### src/core/ext_port_pkg.sv
// constants, types and timing counts for the external memory port decoder
// assumes a single 10 MHz peripheral-side clock and no software-visible registers
//
// Overview of operation
// four active-low bank selects let four devices of any type coexist
// each asynchronous bank holds its own independent wait-state timing
// async bank zero spans 6M words, banks one to three 8M each, no remap
// async windows: 0x200000-0x7FFFFF, 0x4000000, 0x8000000, 0xC000000 plus 8M
// sdram windows: bank n spans 0x4000000*n to +0x3FFFFFF, bank zero from 0x200000
// sdram banks each own a select and size 4M to 256M bytes
// sdram timing is programmable for slower memory devices
// attached memories must not be 32-bit wide parts
// dual-element normal-word sdram access carries both elements on 64-bit path
// instruction fetch from external memory only allowed in bank zero
// fixed fetch 0x200000-0x5FFFFF, compressed fetch 0x600000-0xFFFFFF
// compressed fetch: one 48-bit word may deliver three instructions
// acknowledge low inserts wait states; access completes after it returns high
// selects go low for addressed bank, timed with the address outputs
// selects idle without access; conditional access only when condition true
// read strobe asserted while reading external memory
// write strobe asserted while writing external memory
// after reset address pins in memory mode, low flags in flag mode
// address high-z in reset, driven low in boot; selects, strobes high-z
// selects two and three share flag pins, flag inputs after reset
// sixteen data pins can carry memory data or eight flag lines
// unmapped address asserts no select and no strobe
// each bank is sdram or async, choosing its window and controller
package ext_port_pkg;

  // ---------------------------------------------------------------
  // geometry
  // ---------------------------------------------------------------
  localparam int unsigned NUM_BANKS   = 4;
  localparam int unsigned ADDR_W      = 32;
  localparam int unsigned PIN_ADDR_W  = 24;
  localparam int unsigned DATA_W      = 16;
  localparam int unsigned WIDE_W      = 64;
  localparam int unsigned FLAG_W      = 8;
  localparam int unsigned WAIT_W      = 4;

  // ---------------------------------------------------------------
  // address windows
  // ---------------------------------------------------------------
  localparam logic [31:0] BANK_STRIDE     = 32'h0400_0000;
  localparam logic [31:0] BANK0_BASE      = 32'h0020_0000;
  localparam logic [31:0] ASYNC_SPAN      = 32'h0080_0000;
  localparam logic [31:0] SDRAM_SPAN      = 32'h0400_0000;
  localparam logic [31:0] FIXED_FETCH_LO  = 32'h0020_0000;
  localparam logic [31:0] FIXED_FETCH_HI  = 32'h005F_FFFF;
  localparam logic [31:0] COMP_FETCH_LO   = 32'h0060_0000;
  localparam logic [31:0] COMP_FETCH_HI   = 32'h00FF_FFFF;

  // ---------------------------------------------------------------
  // sdram bank size codes: 4M bytes shifted left by code, up to 256M
  // ---------------------------------------------------------------
  localparam logic [2:0]  SDRAM_SIZE_MAX  = 3'h6;
  localparam logic [31:0] SDRAM_MIN_BYTES = 32'h0040_0000;

  // ---------------------------------------------------------------
  // reset values and sdram timing
  // ---------------------------------------------------------------
  localparam logic [3:0]  WAIT_RESET      = 4'h1;
  localparam logic [3:0]  SD_LAT_RESET    = 4'h2;
  localparam int unsigned BOOT_NS         = 400;
  localparam int unsigned CLK_NS          = 100;
  localparam int unsigned BOOT_CYCLES     = BOOT_NS / CLK_NS;

  typedef enum logic [1:0] {
    KIND_READ,
    KIND_WRITE,
    KIND_FETCH_FIXED,
    KIND_FETCH_COMP
  } access_kind_t;

  typedef enum {
    ST_BOOT,
    ST_IDLE,
    ST_ACCESS,
    ST_WAIT_ACK,
    ST_DONE
  } port_state_t;

endpackage

### src/core/bank_window_decode.sv
// address to bank decoder for the four external windows
// assumes the type and size straps are stable while requests are decoded
`timescale 1ns/1ps
`default_nettype none
module bank_window_decode
  import ext_port_pkg::*;
(
  // request address and kind
  input  wire logic [31:0]          addr,
  input  wire access_kind_t         kind,
  // per-bank setup
  input  wire logic [3:0]           bank_is_sdram,
  input  wire logic [11:0]          sdram_size,
  // result
  output logic [3:0]                hit,
  output logic                      hit_sdram,
  output logic                      fetch_ok
);

  // ---------------------------------------------------------------
  // per-bank window compare
  // ---------------------------------------------------------------
  for (genvar b = 0; b < NUM_BANKS; b++)
  begin : g_bank
    logic [31:0] base;
    logic [31:0] top;
    logic [31:0] sd_bytes;
    // bank zero starts above the internal space, others on the stride
    assign base = (b == 0) ? BANK0_BASE : BANK_STRIDE * 32'(b);
    // sdram window limited by configured size; 16-bit words so bytes/2
    assign sd_bytes = SDRAM_MIN_BYTES << ((sdram_size[3*b +: 3] > SDRAM_SIZE_MAX)
                      ? SDRAM_SIZE_MAX : sdram_size[3*b +: 3]);
    assign top = bank_is_sdram[b]
                 ? (BANK_STRIDE * 32'(b)) + ((sd_bytes >> 1) > SDRAM_SPAN
                    ? SDRAM_SPAN : (sd_bytes >> 1))
                 : (BANK_STRIDE * 32'(b)) + ASYNC_SPAN;
    // partly used windows are left with holes, no remap
    assign hit[b] = (addr >= base) && (addr < top);
  end

  // ---------------------------------------------------------------
  // type of the hit bank and fetch window check
  // ---------------------------------------------------------------
  always_comb
  begin
    hit_sdram = |(hit & bank_is_sdram);
    fetch_ok  = 1'b1;
    if (kind == KIND_FETCH_FIXED)
      fetch_ok = hit[0] && addr >= FIXED_FETCH_LO && addr <= FIXED_FETCH_HI;
    else if (kind == KIND_FETCH_COMP)
      // compressed code only runs from sdram
      fetch_ok = hit[0] && bank_is_sdram[0]
                 && addr >= COMP_FETCH_LO && addr <= COMP_FETCH_HI;
  end

endmodule
`default_nettype wire

### src/core/external_port_bank_decoder.sv
// external memory port: bank select, async strobes, wait states, pin muxing
// assumes one 10 MHz clock; sdram command timing lives outside this block
`timescale 1ns/1ps
`default_nettype none
module external_port_bank_decoder
  import ext_port_pkg::*;
(
  // clock and reset
  input  wire logic                 clk,
  input  wire logic                 arst_n,
  // request port from core and dma
  input  wire logic                 req_valid,
  output logic                      req_ready,
  input  wire logic [31:0]          req_addr,
  input  wire access_kind_t         req_kind,
  input  wire logic                 req_cond_true,
  input  wire logic                 req_dual,
  input  wire logic [63:0]          req_wdata,
  output logic                      resp_valid,
  output logic                      resp_error,
  output logic [63:0]               resp_rdata,
  // bank setup straps
  input  wire logic [3:0]           bank_is_sdram,
  input  wire logic [11:0]          sdram_size,
  input  wire logic [15:0]          async_wait,
  input  wire logic [3:0]           sdram_latency,
  input  wire logic [1:0]           sel23_enable,
  input  wire logic                 data_flag_mode,
  // boot phase
  input  wire logic                 boot_active,
  // address pins
  output logic [23:0]               addr_out,
  output logic                      addr_oe,
  // data pins
  input  wire logic [15:0]          data_in,
  output logic [15:0]               data_out,
  output logic [15:0]               data_oe,
  // general flags on data pins
  input  wire logic [7:0]           gp_flag_out,
  input  wire logic [7:0]           gp_flag_oe,
  output logic [7:0]                gp_flag_in,
  // selects and strobes
  output logic [1:0]                bank_select_n,
  output logic                      bank_select_oe,
  output logic                      shared_flag_pin_2,
  output logic                      shared_flag_pin_2_oe,
  output logic                      shared_flag_pin_3,
  output logic                      shared_flag_pin_3_oe,
  output logic                      async_read_strobe,
  output logic                      async_write_strobe,
  output logic                      strobe_oe,
  output logic                      sdram_cycle,
  input  wire logic                 async_wait_ack_n
);

  // ---------------------------------------------------------------
  // reset release and pin synchronisers
  // ---------------------------------------------------------------
  logic       rst_meta;
  logic       rst_n;
  logic       ack_meta;
  logic       ack_ok;
  logic [15:0] din_meta;
  logic [15:0] din_sync;

  // reset leaves through two flops so release is clean
  always_ff @(posedge clk or negedge arst_n)
  begin
    if (!arst_n)
    begin
      rst_meta <= 1'b0;
      rst_n    <= 1'b0;
    end
    else
    begin
      rst_meta <= 1'b1;
      rst_n    <= rst_meta;
    end
  end

  // ack and data arrive from the board, two flops each
  always_ff @(posedge clk or negedge rst_n)
  begin
    if (!rst_n)
    begin
      ack_meta <= 1'b1;
      ack_ok   <= 1'b1;
      din_meta <= 16'h0000;
      din_sync <= 16'h0000;
    end
    else
    begin
      ack_meta <= async_wait_ack_n;
      ack_ok   <= ack_meta;
      din_meta <= data_in;
      din_sync <= din_meta;
    end
  end

  // ---------------------------------------------------------------
  // decode
  // ---------------------------------------------------------------
  logic [3:0] hit;
  logic       hit_sdram;
  logic       fetch_ok;

  bank_window_decode u_decode (
    .addr          (req_addr),
    .kind          (req_kind),
    .bank_is_sdram (bank_is_sdram),
    .sdram_size    (sdram_size),
    .hit           (hit),
    .hit_sdram     (hit_sdram),
    .fetch_ok      (fetch_ok)
  );

  // ---------------------------------------------------------------
  // access sequencer
  // ---------------------------------------------------------------
  port_state_t state;
  logic [3:0]  cur_sel;
  logic        cur_sdram;
  logic        cur_write;
  logic        cur_dual;
  logic [4:0]  wait_cnt;
  logic [1:0]  beat;
  logic [23:0] cur_addr;
  logic [63:0] cur_wdata;
  logic [63:0] rdata;
  logic        bad_req;
  logic        go;
  logic [3:0]  sel_wait;
  logic [1:0]  last_beat;

  // unmapped, refused fetch or false condition: answered with no pin activity
  assign bad_req   = ~|hit || !fetch_ok;
  assign go        = req_valid && req_ready;
  assign req_ready = (state == ST_IDLE);
  // dual-element access moves four 16-bit beats on the 64-bit path
  assign last_beat = cur_dual ? 2'h3 : 2'h1;
  always_comb
  begin
    sel_wait = WAIT_RESET;
    for (int b = 0; b < NUM_BANKS; b++)
      if (cur_sel[b])
        sel_wait = cur_sdram ? sdram_latency : async_wait[4*b +: 4];
  end

  always_ff @(posedge clk or negedge rst_n)
  begin
    if (!rst_n)
    begin
      state     <= ST_BOOT;
      cur_sel   <= 4'h0;
      cur_sdram <= 1'b0;
      cur_write <= 1'b0;
      cur_dual  <= 1'b0;
      wait_cnt  <= 5'h00;
      beat      <= 2'h0;
      cur_addr  <= 24'h00_0000;
      cur_wdata <= 64'h0000_0000_0000_0000;
      rdata     <= 64'h0000_0000_0000_0000;
      resp_valid <= 1'b0;
      resp_error <= 1'b0;
      resp_rdata <= 64'h0000_0000_0000_0000;
    end
    else
    begin
      resp_valid <= 1'b0;
      case (state)
        ST_BOOT:
          if (!boot_active)
            state <= ST_IDLE;
        ST_IDLE:
          if (go)
          begin
            if (bad_req || !req_cond_true)
            begin
              resp_valid <= 1'b1;
              resp_error <= bad_req;
              resp_rdata <= 64'h0000_0000_0000_0000;
            end
            else
            begin
              state     <= ST_ACCESS;
              cur_sel   <= hit;
              cur_sdram <= hit_sdram;
              cur_write <= (req_kind == KIND_WRITE);
              cur_dual  <= req_dual && hit_sdram;
              cur_addr  <= req_addr[23:0];
              cur_wdata <= req_wdata;
              beat      <= 2'h0;
              wait_cnt  <= 5'h00;
              // no stale upper half from an earlier dual access
              rdata     <= 64'h0000_0000_0000_0000;
            end
          end
        ST_ACCESS:
          // programmed wait count plus one, so the two-flop ack and data
          // copies already show the bus as it was after the strobe rose
          if (wait_cnt > {1'b0, sel_wait})
            state <= ST_WAIT_ACK;
          else
            wait_cnt <= wait_cnt + 5'h01;
        ST_WAIT_ACK:
          // ack low holds the beat open; sdram ignores it
          if (ack_ok || cur_sdram)
          begin
            rdata[16*beat +: 16] <= din_sync;
            if (beat == last_beat)
              state <= ST_DONE;
            else
            begin
              beat     <= beat + 2'h1;
              cur_addr <= cur_addr + 24'h00_0001;
              wait_cnt <= 5'h00;
              state    <= ST_ACCESS;
            end
          end
        ST_DONE:
        begin
          resp_valid <= 1'b1;
          resp_error <= 1'b0;
          resp_rdata <= rdata;
          cur_sel    <= 4'h0;
          state      <= ST_IDLE;
        end
        default:
          state <= ST_IDLE;
      endcase
    end
  end

  // ---------------------------------------------------------------
  // pin drive
  // ---------------------------------------------------------------
  logic active;
  assign active = (state == ST_ACCESS) || (state == ST_WAIT_ACK);

  // selects follow the latched address; idle reads inactive high
  assign bank_select_n        = active ? ~cur_sel[1:0] : 2'h3;
  assign bank_select_oe       = (state != ST_BOOT);
  // shared pins are flag inputs until a select use is enabled
  assign shared_flag_pin_2    = !(active && cur_sel[2]);
  assign shared_flag_pin_2_oe = sel23_enable[0] && (state != ST_BOOT);
  assign shared_flag_pin_3    = !(active && cur_sel[3]);
  assign shared_flag_pin_3_oe = sel23_enable[1] && (state != ST_BOOT);
  assign async_read_strobe    = active && !cur_sdram && !cur_write;
  assign async_write_strobe   = active && !cur_sdram && cur_write;
  assign strobe_oe            = (state != ST_BOOT);
  assign sdram_cycle          = active && cur_sdram;
  // boot drives address low; reset leaves it undriven
  assign addr_out             = (state == ST_BOOT) ? 24'h00_0000 : cur_addr;
  assign addr_oe              = rst_n;
  // data pins: memory bus or low eight as flags
  assign data_out   = data_flag_mode ? {8'h00, gp_flag_out}
                                     : cur_wdata[16*beat +: 16];
  assign data_oe    = data_flag_mode ? {8'h00, gp_flag_oe}
                                     : {16{async_write_strobe
                                           || (sdram_cycle && cur_write)}};
  assign gp_flag_in = din_sync[7:0];
endmodule
`default_nettype wire

### config.mk
export PLATFORM = sky130hd
export DESIGN_NAME = external_port_bank_decoder
export DESIGN_NICKNAME = d
export VERILOG_FILES = /design/src/core/ext_port_pkg.sv /design/src/core/bank_window_decode.sv /design/src/core/external_port_bank_decoder.sv
export SDC_FILE = /design/constraint.sdc
export NUM_CORES = 1
export LEC_CHECK = 0
export BUFFER_PORTS_ARGS = -buffer_cell sky130_fd_sc_hd__buf_2
export CAP_MARGIN = 5
export CORE_MARGIN = 1.5
export CORE_UTILIZATION = 54
export CTS_BUF_LIST = sky130_fd_sc_hd__clkbuf_16
export DETAILED_ROUTE_END_ITERATION = 10
export MAX_ROUTING_LAYER = met4
export PLACE_DENSITY = 0.8
export SETUP_SLACK_MARGIN = 0.15
export SKIP_CTS_REPAIR_TIMING = 1
export SLEW_MARGIN = 20
export SYNTH_ARGS = -nofsm -noshare
export SYNTH_HDL_FRONTEND = slang
export SYNTH_HIERARCHICAL = 1
export SYNTH_SLANG_ARGS = --single-unit
### constraint.sdc
create_clock -name clk -period 15.82 [get_ports clk]
set_input_delay 3.164 -clock clk [delete_from_list [all_inputs] [get_ports clk]]
set_output_delay 3.164 -clock clk [all_outputs]
set_load 0.02 [all_outputs]
# After elaboration in Yosys (flattened, before gate mapping)
# Index checks and enable logic that the tools add are counted.
[word_totals]
regBits = 300
[classes]
addsub = 7
n_lt_le_gt_ge = 20
eq_ne = 19
shifts = 7
n_mux = 67
bitwise_logic = 3
reduce_logical = 47
[ops]
columns = ["cell", "n"]
rows = [
  ["$mux 64", 5],
  ["$mux 32", 9],
  ["$pmux 64 s2", 2],
  ["$lt 32x32->1", 4],
  ["$pmux 32 s4", 1],
  ["$shl 23x3->32 const A", 4],
  ["$gt 31x27->1 const B", 4],
  ["$mux 31", 4],
  ["$mux 24", 5],
  ["$eq 32x2->1 const B", 3],
  ["$eq 32x3->1 const B", 3],
  ["$add 28x32->32 const A", 2],
  ["$bwmux 64", 1],
  ["$ge 32x28->1 const B", 2],
  ["$logic_not 32->1", 2],
  ["$shift 16x34->64 const A", 1],
  ["$shiftx 16x34->64", 1],
  ["$shiftx 64x7->16", 1],
  ["$pmux 24 s2", 1],
  ["$mux 4", 10],
  ["$neg 6->34", 1],
  ["$add 27x32->32 const A", 1],
  ["$eq 32x1->1 const B", 1],
  ["$ge 32x22->1 const B", 1],
  ["36 further kinds", 101],
]

# Longest topological paths before layout
# Gate-level depths: netlist of run 1.
[logic_depth]
depth_word = 19
ltp_mapped = 15
ltp_nobuf = 13

# Hierarchy
# Netlist of run 1, hierarchy kept.
[by_module_without_submodules]
columns = ["mod", "n_inst", "cells_per_inst", "area_each_um2", "seq_area_each_um2"]
rows = [
  ["external_port_bank_decoder", 1, 1175, 11999.0, 6784.0],
  ["bank_window_decode", 1, 148, 1143.6, 0.0],
]

# Worst setup path before layout of run 1
# Ideal clock, no wire load.
[synth_timing]
path_type = "flip-flop to output port"
from = "reg rst_n, in the netlist addr_oe"
to = "out addr_oe"
t_arrival_ns = 6.222
required_ns = 12.656
slack_ns = 6.434
stages_incl_launch_ff = 1
path_buffers = 0
cell_sequence = "dfrtp_1"
[synth_lines]
columns = ["item", "line", "source"]
rows = [
  ["start: declaration", "external_port_bank_decoder.sv:60", "logic rst_n;"],
  ["start signal: assignment", "external_port_bank_decoder.sv:77", "rst_n <= rst_meta;"],
  ["end: declaration", "external_port_bank_decoder.sv:33", "output logic addr_oe,"],
]
# No word-level cell between the ends.

# Worst setup path in the final report of run 1
[layout_timing]
from = "in data_flag_mode"
to = "out data_oe[12]"
[layout_between]
elab_chain_len = 1
[layout_rtl]
columns = ["item", "line", "source"]
rows = [
  ["start: declaration", "external_port_bank_decoder.sv:28", "input wire logic data_flag_mode,"],
  ["$mux 16", "external_port_bank_decoder.sv:258", "assign data_oe = data_flag_mode ? {8'h00, gp_flag_oe}"],
  ["end: declaration", "external_port_bank_decoder.sv:37", "output logic [15:0] data_oe,"],
]
# Every way passes these cells.

==> results of run 1 <==
## worst min path at each step
stage	start	end	cells past startpoint
2_1_floorplan	rst_meta	addr_oe	0
5_1_grt	din_meta[0]	din_sync[0]	0
3_5_place_dp	din_meta[13]	din_sync[13]	0
4_1_cts	din_meta[0]	din_sync[0]	0
6_report	din_meta[0]	din_sync[0]	0
3_3_place_gp	din_meta[0]	din_sync[0]	0
## final cells by class
class / instances / share of cell area
antenna: 4 / 0.000639
clock buffer: 28 / 0.0448
clock inverter: 24 / 0.0109
inverter: 24 / 0.00575
multi-input combinational: 937 / 0.372
sequential: 271 / 0.434
tap: 319 / 0.0255
timing repair buffer: 327 / 0.107
## critical path, stage by stage
cell,delay (ps)
buf_2,260
nor3b_2,770
buf_2,300
## layer usage
metal  global-route usage  vias to the layer above
met2                0.449                      472
li1                     -                     5137
met1                0.352                     5291
met3               0.0451                       74
met5                    -                        -
met4               0.0896                        0
## power groups by stage
stage	clock network (mW)	logic, mW	registers [mW]
final	0.620	0.811	0.978
after global routing	0.664	0.897	0.999
after CTS	0.634	0.811	0.977
after detailed placement	0	0.806	0.986
after global placement	0	0.780	0.976
after floorplan	0	0.626	0.939
## stage by stage
stage,utilization,cells,hold slack (ps),setup WS (ps),area [um2]
CTS,0.660,1930,339,8140,15600
finish,0.661,1934,333,8160,15700
global placement,0.623,1878,332,8190,14800
global route,0.661,1934,344,8050,15700
floorplan,-,1330,331,6430,13200
detailed placement,0.623,1878,335,8140,14800
## sequential cells by signal, summed over array words and instances, names as in the netlist, 2 cells and up
name	flops
cur_sel	4
state	3
wait_cnt	5
din_sync	16
beat	2
resp_rdata	64
cur_addr	24
cur_wdata	64
rdata	64
din_meta	16
## cells in the mapped netlist, types with 9 or more instances
cell,n,area (um2)
nand3_1,25,125
a22o_1,66,578
and4_1,9,78.8
dfrtp_1,269,6730
a21oi_1,40,200
clkbuf_1,40,150
nor2b_1,38,238
a21o_1,12,90.1
nand2b_1,10,62.6
nand2_1,367,1380
mux2_2,12,135
nand4_1,10,62.6
o21ai_0,86,430
inv_1,24,90.1
nor3_1,10,50.1
buf_4,23,173
ha_1,48,601
nor2_1,37,139
o31ai_1,17,128
mux4_2,16,360
buf_2,27,135
## cell families (layout without fill, tap and decap cells)
logic type | count (synthesis) | after routing | share of synthesized area
adders and majority gates | 48 | 48 | 0.0457
DFF | 271 | 271 | 0.516
other | 3 | 14 | 0.000857
muxes | 30 | 30 | 0.0392
buffers and inverters | 122 | 403 | 0.0468
AOI/OAI and AO/OA | 296 | 296 | 0.158
xor gates and xnor gates | 1 | 1 | 0.000667
and+or+nand+nor | 552 | 552 | 0.193
==> impl_metrics.env, run 1 <==
export IMPL_async_flop_share=1.00
export IMPL_tightest_slew_ps=987
export IMPL_top_layer="met4"
export IMPL_p_per_area_nw_per_um2=154
export IMPL_final_common_cell="nand2_1"
export IMPL_wl_per_cell_um=17.5
export IMPL_core_region_area_um2=23700
export IMPL_first_pass_iters=5
export IMPL_yosys_warnings=6
export IMPL_grt_max_degree=148
export IMPL_status="complete, no violations"
export IMPL_gp_congestion=0.877
export IMPL_cts_buffers=28
export IMPL_register_area_um2=6790
export IMPL_pwr_share_clk=0.257
export IMPL_hp_class="reg2reg"
export IMPL_wl_met3_mm=2.28
export IMPL_dr_wl_met2_mm=16.8
export IMPL_dieHeight_um=159
export IMPL_rows=56
export IMPL_ioPinCount=319
export IMPL_antenna_found_initial=4
export IMPL_vias=11000
export IMPL_r2r_start="beat[1]"
export IMPL_io_buffers=318
export IMPL_worstSkewPairLatency_ps=540
export IMPL_wl_met1_mm=13.8
export IMPL_drc_errors=0
export IMPL_end_kind="primary output"
export IMPL_worstPathArrival_ps=4500
export IMPL_cp_startpoint="data_flag_mode"
export IMPL_synthFlopType="dfrtp_1"
export IMPL_path_clk_slew_ps=60
export IMPL_tns_ps=0
export IMPL_leakagePower_nw=7.89
export IMPL_relSlewSlack=0.342
export IMPL_slew_violations=0
export IMPL_n_fill_cell=1912
export IMPL_synth_area_per_cell_um2=9.93
export IMPL_hold_viol=0
export IMPL_ys_ff_latch=271
export IMPL_finalSetupViolCount=0
export IMPL_netlist_area_um2=13100
export IMPL_clock_sinks=271
export IMPL_ir_drop_mv=0.0873
export IMPL_endpoint="data_oe[12]"
export IMPL_required_ps=12660
export IMPL_power_frac_comb=0.337
export IMPL_p_sw_uw=901
export IMPL_fin_crit_ps=7660
export IMPL_synthCells=1323
export IMPL_cts_root_buf="clkbuf_16"
export IMPL_tritoncts="yes"
export IMPL_synth_seq_area_share=0.516
export IMPL_viasPerCell=5.67
export IMPL_fp_dieW_um=159
export IMPL_regToRegSetupSlack_ps=12820
export IMPL_mostFrequentLayoutCells="nand2_1 (367), buf_2 (318), dfrtp_1 (268)"
export IMPL_fin_crit_sh=0.484
export IMPL_ant_nets=0
export IMPL_drive_gt1_frac=0.260
export IMPL_ys_types=77
export IMPL_netSwitchingFraction=0.374
export IMPL_drv_cap=0
export IMPL_timing_fmax_ghz=0.131
export IMPL_htree_levels=1
export IMPL_startpoint_type="input port"
export IMPL_fin_skew_ps=23.4
export IMPL_rsz0062_at_grt="false"
export IMPL_p_seq_frac=0.406
export IMPL_syn2layout_area_growth_pct=19.1
export IMPL_grt_pass1_wl_mm=54.7
export IMPL_grt_pass1_vias=10600
export IMPL_die_area_um2=25300
export IMPL_wl_mm=33.9
export IMPL_cts_buffer_depth=3
export IMPL_rr_worst_depth=4
export IMPL_grt_use_total=0.275
export IMPL_crit_fanout=25
export IMPL_start_util=0.555
export IMPL_reg2reg_to="rdata[29]"
export IMPL_power_internal_mw=1.51
export IMPL_grt_overflow=0
export IMPL_crit_type="in2out"
export IMPL_first_iter_violations=899
export IMPL_nets=1813
export IMPL_multi_input_area_um2=5820
export IMPL_synth_edf_count=0
export IMPL_fin_total_pwr_mw=2.41
export IMPL_hpwl_mm=23.2
No activity file was read; power rests on OpenSTA's default activity.
==> inputs of run 2 (changes only) <==
==> constraint.sdc (replaced) <==
create_clock -name clk -period 8 [get_ports clk]
set_input_delay 1.6 -clock clk [delete_from_list [all_inputs] [get_ports clk]]
set_output_delay 1.6 -clock clk [all_outputs]
set_load 0.02 [all_outputs]
==> impl_metrics.env, run 2 (synthesis gave the netlist of run 1 again) <==
export IMPL_stdcell_count=1936
export IMPL_p_sw_mw=1.80
export IMPL_drc_errors=0
export IMPL_crit_fanout=75
export IMPL_grt_pass1_wl_mm=55.1
export IMPL_tns_ps=0
export IMPL_post_route_worst_setup_slack_ps=3010
export IMPL_fin_crit_ps=4990
export IMPL_io_buffers=318
export IMPL_tritoncts="yes"
export IMPL_fp_dieW_um=159
export IMPL_wl_per_cell_um=17.8
export IMPL_timing_fmax_ghz=0.201
export IMPL_relSlewSlack=0.292
export IMPL_antenna_found_initial=5
export IMPL_wl_mm=34.4
export IMPL_drive_gt1_frac=0.266
export IMPL_startpoint_type="input port"
export IMPL_p_seq_frac=0.402
export IMPL_first_iter_violations=896
export IMPL_grt_max_degree=82
export IMPL_worstPathArrival_ps=5360
export IMPL_drv_cap=0
export IMPL_leakagePower_nw=7.89
export IMPL_cp_num_cells=12
export IMPL_crit_family="compound AO/OA/AOI/OAI gates"
export IMPL_dpl_worst_slack_ps=2510
export IMPL_dp_cells=1879
export IMPL_status="complete, no violations"
export IMPL_htree_levels=1
export IMPL_rows=56
export IMPL_hold_viol=0
export IMPL_power_internal_mw=3.02
export IMPL_reg_top3="cur_wdata x64, rdata x64, resp_rdata x64"
export IMPL_fin_total_pwr_mw=4.82
export IMPL_fin_crit_sh=0.623
export IMPL_cts_buffer_depth=3
export IMPL_grt_pass1_vias=10600
export IMPL_p_per_area_nw_per_um2=307
export IMPL_worstSkewPairLatency_ps=550
export IMPL_syn2layout_area_growth_pct=19.4
export IMPL_ant_nets=0
export IMPL_register_area_um2=6790
export IMPL_final_util=0.662
export IMPL_n_fill_cell=1881
export IMPL_grt_use_total=0.276
export IMPL_rr_worst_depth=5
export IMPL_hpwl_mm=23.7
export IMPL_path_clk_slew_ps=60
export IMPL_cp_buffers_inverters=1
export IMPL_ioPinCount=319
export IMPL_path_cells="buf_2 > o21ai_0 > ha_1 > and2_1 > ha_1 > nand4_1 > a211oi_1 > a211oi_4 > o41a_1 > and3_4 > o22ai_2 > o21ai_0"
export IMPL_start_util=0.555
export IMPL_clock_sinks=271
export IMPL_viasPerCell=5.72
export IMPL_finalSetupViolCount=0
export IMPL_slew_violations=0
export IMPL_netSwitchingFraction=0.373
export IMPL_dieHeight_um=159
export IMPL_pwr_share_clk=0.268
export IMPL_cts_root_buf="clkbuf_16"
export IMPL_fin_skew_ps=17.7
export IMPL_crit_type="in2reg"
export IMPL_max_stage_delay_ps=900
export IMPL_grt_overflow=0
export IMPL_final_common_cell="nand2_1"
export IMPL_vias=11100
export IMPL_nets=1814
export IMPL_slowest_stage="o22ai_2"
export IMPL_tightest_slew_ps=1060
export IMPL_mostFrequentLayoutCells="nand2_1 (367), buf_2 (318), dfrtp_1 (268)"
export IMPL_hp_class="reg2async"
export IMPL_rsz0062_at_grt="false"
export IMPL_required_ps=8370
export IMPL_cts_buffers=28
export IMPL_multi_input_area_um2=5810
export IMPL_first_pass_iters=5
export IMPL_core_region_area_um2=23700
export IMPL_ir_drop_mv=0.154
export IMPL_power_frac_comb=0.330
export IMPL_end_kind="flip-flop"
export IMPL_gp_congestion=0.869
export IMPL_die_area_um2=25300
[run 2: metal layers]
| layer | track usage | up-vias | wire (um) |
|---|---|---|---|
| li1 | - | 5128 | - |
| met1 | 0.361 | 5404 | 14600 |
| met2 | 0.442 | 460 | 16500 |
| met3 | 0.0346 | 91 | 1990 |
| met4 | 0.107 | 0 | 1310 |
| met5 | - | - | 0 |
[run 2: path summary, 6_finish.rpt]
| path | start | to | slack, ps |
|---|---|---|---|
| worst min register to register | addr_oe | resp_rdata[39] | 330 |
| min in group clk | din_meta[1] | din_sync[1] | 340 |
| max in group asynchronous | addr_oe | cur_addr[10] | 5450 |
| worst max register to register | state[1] | rdata[61] | 5040 |
| worst max-delay path | sdram_size[10] | rdata[49] | 3010 |
| worst min-delay path | addr_oe | resp_rdata[39] | 330 |
[run 2: power by group through the flow]
stage	Clock [mW]	Sequential (mW)	Combinational, mW
5_1_grt	1.37	1.98	1.75
6_report	1.29	1.94	1.59
4_1_cts	1.31	1.93	1.59
2_1_floorplan	0	1.86	1.24
3_5_place_dp	0	1.95	1.58
3_3_place_gp	0	1.93	1.53
[run 2: cell type report]
type                    count  share of cell area
inverters                  24             0.00574
clock buffers              28              0.0447
flip-flops and latches    271               0.433
well taps                 319              0.0254
repair buffers            328               0.106
clock inverters            24              0.0138
multi-input cells         937               0.370
diodes                      5            0.000798
[run 2: through the flow]
step	cell area (um2)	hold WS [ps]
CTS	15700	346
global placement	14700	332
floorplan	13200	331
detailed placement	14700	335
finish	15700	328
global route	15700	352
[run 2: worst register-to-register path: stages, from the launching register on]
cell and delay (ps):
dfrtp_1 590, and4bb_2 500, and3_4 760, o22ai_2 620, nand2_1 220, o21ai_0 110
